<file path="config.mk">
export PLATFORM = sky130hd
export DESIGN_NAME = pfc_clock_front
export DESIGN_NICKNAME = d
export VERILOG_FILES = /design/src/pfc_pkg.sv /design/src/pfc_sync_bank.sv /design/src/pfc_clock_front.sv
export SDC_FILE = /design/constraint.sdc
export NUM_CORES = 1
export LEC_CHECK = 0
export BUFFER_PORTS_ARGS = -buffer_cell sky130_fd_sc_hd__buf_4
export CAP_MARGIN = 20
export CORE_AREA = 8 8 109 111
export DETAILED_ROUTE_END_ITERATION = 10
export DIE_AREA = 0 0 117 119
export PLACE_DENSITY_LB_ADDON = 0.2
export SLEW_MARGIN = 20
export SYNTH_ARGS = -nofsm -noshare
export SYNTH_HDL_FRONTEND = slang
export SYNTH_SLANG_ARGS = --single-unit
</file>
<file path="constraint.sdc">
create_clock -name clk -period 5 [get_ports clk]
set_input_delay 0.5 -clock clk [delete_from_list [all_inputs] [get_ports clk]]
set_output_delay 0.5 -clock clk [all_outputs]
set_load 0.005 [all_outputs]
</file>
<file path="src/pfc_pkg.sv">
// constants and types shared by the port logic clock and reset front end
package pfc_pkg;

  // ----------------------------------------------------------------
  // register map
  // ----------------------------------------------------------------
  localparam int ADDR_W = 12;
  localparam logic [11:0] CTL_OFFSET = 12'h000;
  localparam logic [11:0] SYNC_OFFSET = 12'h004;
  localparam logic [11:0] STATUS_OFFSET = 12'h008;

  // fabric control register fields
  localparam int CTL_SRC_LSB = 8;
  localparam int CTL_SRC_MSB = 12;
  localparam int CTL_EN_BIT = 31;
  localparam logic [31:0] CTL_WRITE_MASK = 32'h80001F00;
  // reset leaves the fabric disabled on a constant-zero source
  localparam logic [31:0] CTL_RESET = 32'h00001400;

  // synchronizer enable register: pins low byte, router byte above
  localparam int SYNC_PIN_LSB = 0;
  localparam int SYNC_ROUTER_LSB = 8;
  localparam logic [31:0] SYNC_WRITE_MASK = 32'h0000FFFF;
  localparam logic [31:0] SYNC_RESET = 32'h00000000;

  // status register fields
  localparam int STAT_STATE_LSB = 0;
  localparam int STAT_RESET_N_BIT = 4;
  localparam int STAT_BYPASS_BIT = 5;
  localparam int STAT_LEVEL_BIT = 6;
  localparam int STAT_COUNT_LSB = 8;

  // ----------------------------------------------------------------
  // clock and reset source codes
  // ----------------------------------------------------------------
  localparam logic [4:0] SRC_PIN_FIRST = 5'h00;
  localparam logic [4:0] SRC_ROUTER_FIRST = 5'h08;
  localparam logic [4:0] SRC_PERIPH_ACTIVE = 5'h10;
  localparam logic [4:0] SRC_PERIPH_ALL = 5'h11;
  localparam logic [4:0] SRC_SLOW = 5'h13;
  localparam logic [4:0] SRC_SYSTEM = 5'h1F;

  // fabric clock edges held in reset and bypass after enable
  localparam logic [1:0] STARTUP_TICKS = 2'h2;

  // ----------------------------------------------------------------
  // types
  // ----------------------------------------------------------------
  typedef enum logic [1:0] {
    PWR_ACTIVE = 2'h0,
    PWR_SLEEP = 2'h1,
    PWR_DEEP_SLEEP = 2'h2
  } pfc_power_t;

  typedef enum logic [2:0] {
    ST_OFF = 3'h1,
    ST_START = 3'h2,
    ST_RUN = 3'h4
  } pfc_state_t;

endpackage

</file>
<file path="src/pfc_sync_bank.sv">
// two-stage input synchronizers advanced by the fabric clock, each bypassable
`timescale 1ns/1ps

module pfc_sync_bank (
  input wire logic clk,
  input wire logic reset,
  input wire logic fabric_tick,
  input wire logic [15:0] raw_in,
  input wire logic [15:0] sync_en,
  output logic [15:0] data_out
);

  logic [15:0] stage1_q;
  logic [15:0] stage2_q;
  logic [15:0] data_q;
  wire [15:0] data_d;

  // ----------------------------------------------------------------
  // synchronizer chain
  // ----------------------------------------------------------------
  // both stages move only on a fabric clock edge, so latency is two fabric clocks
  always_ff @(posedge clk or posedge reset) begin
    if (reset) begin
      stage1_q <= 16'h0000;
      stage2_q <= 16'h0000;
    end else if (fabric_tick) begin
      stage1_q <= raw_in;
      stage2_q <= stage1_q;
    end
  end

  // per-input choice between direct and synchronized path
  assign data_d = (sync_en & stage2_q) | (~sync_en & raw_in);

  always_ff @(posedge clk or posedge reset) begin
    if (reset) begin
      data_q <= 16'h0000;
    end else begin
      data_q <= data_d;
    end
  end

  assign data_out = data_q;

endmodule // pfc_sync_bank

</file>
<file path="src/pfc_clock_front.sv">
// clock, reset and input synchronizer front end of the port logic fabric
//
// The implementer's own choices: register access over APB and the address map.
`timescale 1ns/1ps

module pfc_clock_front (
  input wire logic clk,
  input wire logic reset,
  input wire logic [11:0] paddr,
  input wire logic psel,
  input wire logic penable,
  input wire logic pwrite,
  input wire logic [31:0] pwdata,
  output logic [31:0] prdata,
  output logic pready,
  output logic pslverr,
  input wire logic [7:0] pin_in,
  input wire logic [7:0] router_in,
  input wire logic periph_div_clk,
  input wire logic low_frequency_clock,
  input wire logic slow_clock_deep_sleep_reset_n,
  input wire pfc_pkg::pfc_power_t power_mode,
  output logic fabric_clk,
  output logic fabric_tick,
  output logic fabric_reset_n,
  output logic fabric_bypass,
  output logic [7:0] pin_data,
  output logic [7:0] router_data
);

  // ----------------------------------------------------------------
  // decode helpers
  // ----------------------------------------------------------------
  // codes whose clock is constant zero: 18 and 20 to 30
  function automatic logic src_is_zero(input logic [4:0] code);
    src_is_zero = (code == 5'h12) || ((code >= 5'h14) && (code <= 5'h1E));
  endfunction

  // codes driven by the divided peripheral clock
  function automatic logic src_is_periph(input logic [4:0] code);
    src_is_periph = (code == pfc_pkg::SRC_PERIPH_ACTIVE) || (code == pfc_pkg::SRC_PERIPH_ALL);
  endfunction

  // ----------------------------------------------------------------
  // pin and foreign-clock input synchronizers
  // ----------------------------------------------------------------
  // every level from outside clk crosses two flops first; fabric logic sees only sync_q
  logic [18:0] meta_q;
  logic [18:0] sync_q;
  wire [18:0] async_in;

  assign async_in = {slow_clock_deep_sleep_reset_n, low_frequency_clock, periph_div_clk, router_in, pin_in};

  always_ff @(posedge clk or posedge reset) begin
    if (reset) begin
      meta_q <= 19'h40000;
      sync_q <= 19'h40000;
    end else begin
      meta_q <= async_in;
      sync_q <= meta_q;
    end
  end

  wire [7:0] pin_s = sync_q[7:0];
  wire [7:0] router_s = sync_q[15:8];
  wire periph_s = sync_q[16];
  wire slow_clk_s = sync_q[17];
  wire slow_rst_n_s = sync_q[18];

  // ----------------------------------------------------------------
  // registers
  // ----------------------------------------------------------------
  logic [31:0] ctl_q;
  logic [31:0] sync_ctl_q;
  logic [31:0] prdata_q;
  logic pready_q;
  logic pslverr_q;

  // source code and enable decoded straight from the control register
  wire [4:0] src = ctl_q[pfc_pkg::CTL_SRC_MSB:pfc_pkg::CTL_SRC_LSB];
  wire enable = ctl_q[pfc_pkg::CTL_EN_BIT];

  // ----------------------------------------------------------------
  // source selection
  // ----------------------------------------------------------------
  logic sys_phase_q;
  logic level_prev_q;
  logic src_level;
  logic src_reset;

  // per-class decode of the source code and power mode
  wire periph_avail = (power_mode == pfc_pkg::PWR_ACTIVE) || (power_mode == pfc_pkg::PWR_SLEEP);
  wire is_pin = (src < pfc_pkg::SRC_ROUTER_FIRST);
  wire is_router = (src >= pfc_pkg::SRC_ROUTER_FIRST) && (src < pfc_pkg::SRC_PERIPH_ACTIVE);
  wire is_system = (src == pfc_pkg::SRC_SYSTEM);

  // one clock level and its paired reset for the whole fabric
  always_comb begin
    src_level = 1'b0;
    src_reset = 1'b0;
    if (is_pin) begin
      src_level = pin_s[src[2:0]];
    end else if (is_router) begin
      src_level = router_s[src[2:0]];
    end else if (src_is_periph(src)) begin
      src_level = periph_s & periph_avail;
      src_reset = (src == pfc_pkg::SRC_PERIPH_ACTIVE) && (power_mode != pfc_pkg::PWR_ACTIVE);
    end else if (src == pfc_pkg::SRC_SLOW) begin
      src_level = slow_clk_s;
      src_reset = ~slow_rst_n_s;
    end else if (is_system) begin
      src_level = sys_phase_q;
    end else if (src_is_zero(src)) begin
      src_level = 1'b0;
    end
  end

  // a fabric clock edge is a rising level; the system code ticks on every clk
  // limitation: the level is sampled once per clk, so a high or low phase
  // shorter than one clk can be missed and that fabric edge is lost
  wire tick_raw = is_system ? 1'b1 : (src_level & ~level_prev_q);
  wire tick_d = enable & tick_raw;

  always_ff @(posedge clk or posedge reset) begin
    if (reset) begin
      sys_phase_q <= 1'b0;
      level_prev_q <= 1'b0;
    end else begin
      sys_phase_q <= ~sys_phase_q;
      level_prev_q <= src_level;
    end
  end

  // ----------------------------------------------------------------
  // enable and start-up sequence
  // ----------------------------------------------------------------
  pfc_pkg::pfc_state_t state_q;
  pfc_pkg::pfc_state_t state_d;
  logic [1:0] count_q;
  logic [1:0] count_d;

  // stale synchronizer contents are hidden for two fabric edges after enable
  always_comb begin
    state_d = state_q;
    count_d = count_q;
    case (state_q)
      pfc_pkg::ST_OFF: begin
        count_d = 2'h0;
        if (enable) begin
          state_d = pfc_pkg::ST_START;
        end
      end
      pfc_pkg::ST_START: begin
        if (!enable) begin
          state_d = pfc_pkg::ST_OFF;
        end else if (tick_d) begin
          count_d = 2'(count_q + 2'h1);
          if (count_d == pfc_pkg::STARTUP_TICKS) begin
            state_d = pfc_pkg::ST_RUN;
          end
        end
      end
      pfc_pkg::ST_RUN: begin
        if (!enable) begin
          state_d = pfc_pkg::ST_OFF;
        end
      end
      default: begin
        state_d = pfc_pkg::ST_OFF;
        count_d = 2'h0;
      end
    endcase
  end

  always_ff @(posedge clk or posedge reset) begin
    if (reset) begin
      state_q <= pfc_pkg::ST_OFF;
      count_q <= 2'h0;
    end else begin
      state_q <= state_d;
      count_q <= count_d;
    end
  end

  // ----------------------------------------------------------------
  // fabric clock and reset outputs
  // ----------------------------------------------------------------
  logic fabric_clk_q;
  logic fabric_tick_q;
  logic fabric_reset_n_q;
  logic fabric_bypass_q;

  wire running = (state_d == pfc_pkg::ST_RUN);
  wire fabric_clk_d = enable & src_level;
  wire fabric_reset_n_d = running & ~src_reset;
  wire fabric_bypass_d = ~running;

  // one registered clock, tick and reset leave for the fabric; the fabric input synchronizers here step on the unregistered tick_d
  always_ff @(posedge clk or posedge reset) begin
    if (reset) begin
      fabric_clk_q <= 1'b0;
      fabric_tick_q <= 1'b0;
      fabric_reset_n_q <= 1'b0;
      fabric_bypass_q <= 1'b1;
    end else begin
      fabric_clk_q <= fabric_clk_d;
      fabric_tick_q <= tick_d;
      fabric_reset_n_q <= fabric_reset_n_d;
      fabric_bypass_q <= fabric_bypass_d;
    end
  end

  assign fabric_clk = fabric_clk_q;
  assign fabric_tick = fabric_tick_q;
  assign fabric_reset_n = fabric_reset_n_q;
  assign fabric_bypass = fabric_bypass_q;

  // ----------------------------------------------------------------
  // fabric input synchronizers
  // ----------------------------------------------------------------
  wire [15:0] bank_out;
  wire [15:0] bank_en = sync_ctl_q[15:0];

  pfc_sync_bank u_sync_bank (
    .clk(clk),
    .reset(reset),
    .fabric_tick(tick_d),
    .raw_in(sync_q[15:0]),
    .sync_en(bank_en),
    .data_out(bank_out)
  );

  assign pin_data = bank_out[7:0];
  assign router_data = bank_out[15:8];

  // ----------------------------------------------------------------
  // apb slave
  // ----------------------------------------------------------------
  // no wait state: pready rises in the first access cycle, so reads come from flops
  wire setup = psel & ~penable;
  wire access = psel & penable & pready_q;
  wire hit_ctl = (paddr == pfc_pkg::CTL_OFFSET);
  wire hit_sync = (paddr == pfc_pkg::SYNC_OFFSET);
  wire hit_status = (paddr == pfc_pkg::STATUS_OFFSET);
  wire hit_any = hit_ctl | hit_sync | hit_status;
  wire wr_ctl = access & pwrite & hit_ctl;
  wire wr_sync = access & pwrite & hit_sync;

  // status is read-only; a write to it is ignored without an error
  wire [31:0] status_word = {16'h0000, 6'h00, count_q, 1'b0, src_level, fabric_bypass_q, fabric_reset_n_q,
                             1'b0, state_q};
  wire [31:0] read_mux = hit_ctl ? ctl_q : hit_sync ? sync_ctl_q : hit_status ? status_word : 32'h00000000;

  always_ff @(posedge clk or posedge reset) begin
    if (reset) begin
      ctl_q <= pfc_pkg::CTL_RESET;
      sync_ctl_q <= pfc_pkg::SYNC_RESET;
    end else begin
      if (wr_ctl) begin
        ctl_q <= pwdata & pfc_pkg::CTL_WRITE_MASK;
      end
      if (wr_sync) begin
        sync_ctl_q <= pwdata & pfc_pkg::SYNC_WRITE_MASK;
      end
    end
  end

  // answer is prepared in the setup cycle and held through the access cycle
  always_ff @(posedge clk or posedge reset) begin
    if (reset) begin
      pready_q <= 1'b0;
      pslverr_q <= 1'b0;
      prdata_q <= 32'h00000000;
    end else begin
      pready_q <= setup;
      pslverr_q <= setup & ~hit_any;
      prdata_q <= (setup & ~pwrite) ? read_mux : 32'h00000000;
    end
  end

  assign prdata = prdata_q;
  assign pready = pready_q;
  assign pslverr = pslverr_q;

endmodule // pfc_clock_front

</file>
* After elaboration in Yosys (flattened, before gate mapping)
Cells that the tools add are included.
** Operators by class
- $add $sub $neg :: 1
- $mul :: 0
- Divide/modulo/power cells :: 0
- $lt $le $gt $ge :: 4
- Equality and inequality tests :: 14
- Shift-type cells :: 0
- Mux-type cells :: 27
- Bitwise gates (word level) :: 28
- Reductions and logical operators :: 8
** Operator list (count)
- 2-to-1 mux 32 bit :: 2
- bitwise AND 16 bit :: 2
- == test 5 bit (second input constant) :: 4
- 2-to-1 mux 16 bit :: 1
- inverter 16 bit :: 1
- bitwise OR 16 bit :: 1
- 2-to-1 mux 3 bit :: 5
- bitwise AND 1 bit :: 13
- == test 12 x 3 -> 1 bit (second input constant) :: 1
- == test 12 x 4 -> 1 bit (second input constant) :: 1
- zero test 12 bit :: 1
- 2-to-1 mux 1 bit :: 12
- 2-to-1 mux 10 bit :: 1
- inverter 1 bit :: 9
- one-hot mux 3 bit (3 select lines) :: 1
- binary-select mux 1 bit (select 3 bit) :: 2
- == test 3 bit (second input constant) :: 2
- >= comparator 5 x 4 -> 1 bit (second input constant) :: 1
- < comparator 5 x 4 -> 1 bit (second input constant) :: 1
- < comparator 5 bit (second input constant) :: 1
- < comparator 3 x 4 -> 1 bit (second input constant) :: 1
- 2-to-1 mux 2 bit :: 2
- inequality test 2 bit (second input constant) :: 2
- one-hot mux 2 bit (2 select lines) :: 1
- 11 further kinds :: 14
** Storage, ports and cells
- Register bits after elaboration :: 153
- Bits in latches :: 0
- Bits in writable memories :: 0
- ROM bits :: 0
- Input port bits :: 70
- Word-level logic and storage cells :: 100
- Memories kept :: 0

* Logic depth before layout (Yosys ltp)
- Depth after elaboration :: 14
- Depth in mapped cells :: 9
- Depth with buffers taken out :: 6

* By module
Synthesis repeated with hierarchy kept, for this count alone.
** Second synthesis, totals
- Cell total of the unflattened synthesis :: 349
- Area total of the unflattened synthesis :: 5446.5 um^2
** By module, submodules not included
- pfc_clock_front :: instances 1, cells an instance 248, area each 3517.1 um^2, sequential area each 2259.7 um^2
- pfc_sync_bank :: instances 1, cells an instance 101, area each 1929.4 um^2, sequential area each 1201.2 um^2

* Worst setup path after synthesis
OpenSTA, ideal clock, no wires.
- Path kind :: input -> register
- From :: input port paddr[7]
- To :: register sync_ctl_q[0]
- Library setup time :: 0.125 ns
- Arrival :: 2.179 ns
- Path slack :: 2.696 ns
- Stages :: 5
- Cells stage by stage :: nor4_1 nand3_1 nor4_2 buf_2 mux2_2
** On the way
- Word-level cells in the longest chain between the ends :: 2
** RTL lines
- start, declared :: RTL line pfc_clock_front.sv:9 : input wire logic [11:0] paddr,
- == test 12 x 3 -> 1 bit :: RTL line pfc_clock_front.sv:243 : wire hit_sync = (paddr == pfc_pkg::SYNC_OFFSET);
- bitwise AND 1 bit :: RTL line pfc_clock_front.sv:247 : wire wr_sync = access & pwrite & hit_sync;
- end signal, assigned :: RTL line pfc_clock_front.sv:257 : sync_ctl_q <= pfc_pkg::SYNC_RESET;
- end signal, assigned :: RTL line pfc_clock_front.sv:263 : sync_ctl_q <= pwdata & pfc_pkg::SYNC_WRITE_MASK;
- end, declared :: RTL line pfc_clock_front.sv:74 : logic [31:0] sync_ctl_q;
No other way between the ends.
A chain may end at the register's enable or synchronous reset.

* Worst setup path after layout
- From :: register ctl_q[9]
- To :: register fabric_reset_n_q, in the netlist fabric_reset_n
** On the way
- Word-level cells in the longest chain between the ends :: 14
- Elaborated cells between the ends (all ways) :: 32
** RTL lines
- start, declared :: RTL line pfc_clock_front.sv:73 : logic [31:0] ctl_q;
- start signal, assigned :: RTL line pfc_clock_front.sv:256 : ctl_q <= pfc_pkg::CTL_RESET;
- start signal, assigned :: RTL line pfc_clock_front.sv:260 : ctl_q <= pwdata & pfc_pkg::CTL_WRITE_MASK;
- == test 5 bit :: RTL line pfc_clock_front.sv:95 : wire is_system = (src == pfc_pkg::SRC_SYSTEM);
- 2-to-1 mux 1 bit :: RTL line pfc_clock_front.sv:111 : end else if (is_system) begin
- 2-to-1 mux 1 bit :: RTL line pfc_clock_front.sv:108 : end else if (src == pfc_pkg::SRC_SLOW) begin
- 2-to-1 mux 1 bit :: RTL line pfc_clock_front.sv:105 : end else if (src_is_periph(src)) begin
- 2-to-1 mux 1 bit :: RTL line pfc_clock_front.sv:103 : end else if (is_router) begin
- 2-to-1 mux 1 bit * :: RTL line pfc_clock_front.sv:101 : if (is_pin) begin
- named net src_level :: RTL line pfc_clock_front.sv:88 : logic src_level;
- bitwise AND 1 bit * :: RTL line pfc_clock_front.sv:121 : wire tick_raw = is_system ? 1'b1 : (src_level & ~level_prev_q);
- 2-to-1 mux 1 bit * :: RTL line pfc_clock_front.sv:121
- bitwise AND 1 bit * :: RTL line pfc_clock_front.sv:122 : wire tick_d = enable & tick_raw;
- 2-to-1 mux 3 bit * :: RTL line pfc_clock_front.sv:156 : end else if (tick_d) begin
- 2-to-1 mux 3 bit * :: RTL line pfc_clock_front.sv:154 : if (!enable) begin
- one-hot mux 3 bit (3 select lines) * :: RTL line pfc_clock_front.sv:146 : case (state_q)
- == test 3 bit * :: RTL line pfc_clock_front.sv:193 : wire running = (state_d == pfc_pkg::ST_RUN);
- bitwise AND 1 bit * :: RTL line pfc_clock_front.sv:195 : wire fabric_reset_n_d = running & ~src_reset;
- named net fabric_reset_n_d :: RTL line pfc_clock_front.sv:195
- end signal, assigned :: RTL line pfc_clock_front.sv:208 : fabric_reset_n_q <= fabric_reset_n_d;
- end, declared :: RTL line pfc_clock_front.sv:190 : logic fabric_reset_n_q;
Mark *: on every way through the listed nets, which the timed path passes. The rest lies on a longest branch. The select of a mux whose other input is x is not followed.

==> out/metrics.cfg <==
[grt]
grtUsageTotal=0.164
grt_pass1_wl_um=17200
first_global_vias=3381
grt_max_degree=72
antenna_found_initial=0
grt_overflow=0

[worst_setup_path]
endpoint_kind=register
critical_path.cell_chain=mux2i_1 -> mux4_2 -> a222oi_1 -> nand2_1 -> a32oi_1
critPathLaunchType=register
r2r-start=ctl_q[9]$_DFFE_PP0P_
cp_slowest_cell=dfrtp_1
worstPathMaxFanout=16
r2r_cells=5
regToRegSetupSlack_ps=2250
path_delay_family=compound AO/OA/AOI/OAI gates
worst_ep_arrival_time_ps=3180
slowest_delay_ps=800
startpoint=ctl_q[9]$_DFFE_PP0P_
critPathRequiredTime_ps=5420
r2r-end=fabric_reset_n$_DFF_PP0_
critPathKind=register to register
crit_buf_inv=0

[clock_tree]
htreeDepth=4
cts_buffers=17
cts_max_path_buffers=2
cts_resized=0
clkTransAtPathRegs_ps=60
postCtsSetupBuffers=0
cts_tree=built
cts_hold_buf=0
clkLatencyLatePin_ps=520
cts.sinks=138
cts-root-buf=clkbuf_8

[sta]
final-max-slew-violation-count=0
hold_violations=0
finalCriticalPeriod_ps=2750
worst_pin_slew_ps=976
tns_ps=0
fmax_mhz=363
finalSetupViolCount=0
rsz0062_at_grt=no
finalCritPeriodShare=0.551
finClkSkew_ps=6.60
fin_ws_ps=2250
max_slew_margin=0.348

[synthesis]
synth_cells=350
yosys-top-cells-area=dfrtp_1 (63%), mux2_2 (8.8%), mux2_4 (5.1%)
ys_seq_area_frac=0.658
synth_cell_types=42
synth_edf_count=0
synth_most_common_cell=dfrtp_1
synth_top_area_cell=dfrtp_1
synthFlopType=dfrtp_1
yosys-top-cells-count=dfrtp_1 (132), mux2_2 (41), mux2_4 (18), nor2_1 (18), buf_4 (15)
avgSynthCellArea_um2=15.0
synth_top_area_frac=0.628
syn-cell-area_um2=5260
yosys_warnings=0
yosys_register_bits=138
async_reset_ff_frac=1.00

[die]
start_util=0.521
dieHeight_um=119
ioPinCount=124
die_x_um=117
dieArea_um2=13900
core_area_um2=10100
fp-row-count=37

[layout]
num-nets-final=527
synthToLayoutAreaGrowth_pct=25.9
antenna_cells=0
drive_gt1_frac=0.424

[power_and_ir_drop]
p_leak_uw=0.00315
powerDensity_nw_per_um2=409
peakVddDrop_v=0.000274

[drt]
vias=3055
drt_wl_total_um=10500
drt.antenna.violating_nets=0
firstDrtPassIters=5
drc=0
drt_iter0_markers=109
vias_per_cell=5.05
wire_per_inst_um=17.4

[place]
dp_hpwl_um=7280
pre_cts_slack_ps=2240
gp_congestion=0.815
portBuffers=93

[worst_hold_path]
hold_depth=1
hp-class=primary input to register
min_to=meta_q[8]$_DFF_PP0_
hp-start=router_in[0]

[outcome]
outcome=finished clean

[flow_run]
cap_violations=0

==> area by class of cell <==
cell class | instances | area, µm²
flip-flops and latches | 138 | 3460
repair buffers | 98 | 736
multi-input cells | 190 | 1630
inverters | 11 | 45.0
well taps | 136 | 170
clock buffers | 25 | 494
fillers | 775 | 3470
clock inverters | 7 | 87.6
==> how the worst max path moves through the flow <==
stage	end	slack, ps	cells after the start
floorplan	count_q[0]$_DFFE_PP0P_	810	1
global placement	fabric_reset_n$_DFF_PP0_	2230	5
detailed placement	fabric_reset_n$_DFF_PP0_	2240	5
CTS	u_sync_bank.stage2_q[0]$_DFFE_PP0N_	2260	6
global route	fabric_reset_n$_DFF_PP0_	2000	5
finish	fabric_reset_n$_DFF_PP0_	2250	5
==> per-layer routing <==
metal | GRT usage | part of all wire | vias up
met2 | 0.262 | 0.50 | 103
met1 | 0.198 | 0.42 | 1522
met4 | 0.0657 | 0.014 | 0
met5 | 0 | 0 | -
met3 | 0.0571 | 0.062 | 16
li1 | - | - | 1414
==> cell families after synthesis <==
kind of cell	after synthesis	synth area share
AO/OA/AOI/OAI	32	0.0442
adder cells (fa/ha/maj)	1	0.00238
buffers and inverters	36	0.0454
flip-flops	138	0.658
multiplexers	78	0.182
other	1	0.000713
AND/OR/NAND/NOR	64	0.0671
==> worst register-to-register path, stage by stage (launching register included) <==
cell,delay [ps]
dfrtp_1,800
mux2i_1,180
mux4_2,540
a222oi_1,700
nand2_1,190
a32oi_1,260
==> layout by cell type, fill, tap and decap left out, types with 3 or more instances in the layout <==
cell and count:
a222oi_1 3, a22oi_1 9, and2_1 8, buf_4 98
clkbuf_1 3, clkbuf_16 16, clkbuf_8 6, clkinv_2 5
conb_1 15, dfrtp_1 132, dfstp_2 6, inv_1 9
mux2_1 9, mux2_2 41, mux2_4 18, mux2i_1 8
nand2_1 7, nand2b_1 5, nand3_1 3, nor2_1 18
nor2b_1 4, nor3b_1 3, nor4_1 4, o211ai_1 4
o21ai_0 7
==> report_power, final <==
part	switching, µW	leakage (µW)	internal [µW]
clock	430	0.000288	772
sequential	60.3	0.00170	1220
combinational	96.4	0.00116	131
==> sequential cells by signal (all words and copies together) (netlist names) <==
name and count:
meta_q 19, sync_q 19, prdata 17, sync_ctl_q 16
u_sync_bank.data_out 16, u_sync_bank.stage1_q 16, u_sync_bank.stage2_q 16, ctl_q 6
state_q 3, count_q 2, fabric_bypass 1, fabric_clk 1
fabric_reset_n 1, fabric_tick 1, level_prev_q 1, pready 1
pslverr 1, sys_phase_q 1
==> stage by stage <==
stage               instances  cell area [µm²]   util  hold WS [ps]  power, µW
floorplan                 364             5310      -           331       1440
global placement          573             6030  0.598           332       1510
detailed placement        573             6040  0.598           335       1520
global route              605             6620  0.656          56.2       2820
finish                    605             6620  0.656          84.4       2710
CTS                       605             6620  0.656          57.6       2740
(Power assumes the default switching activity.)
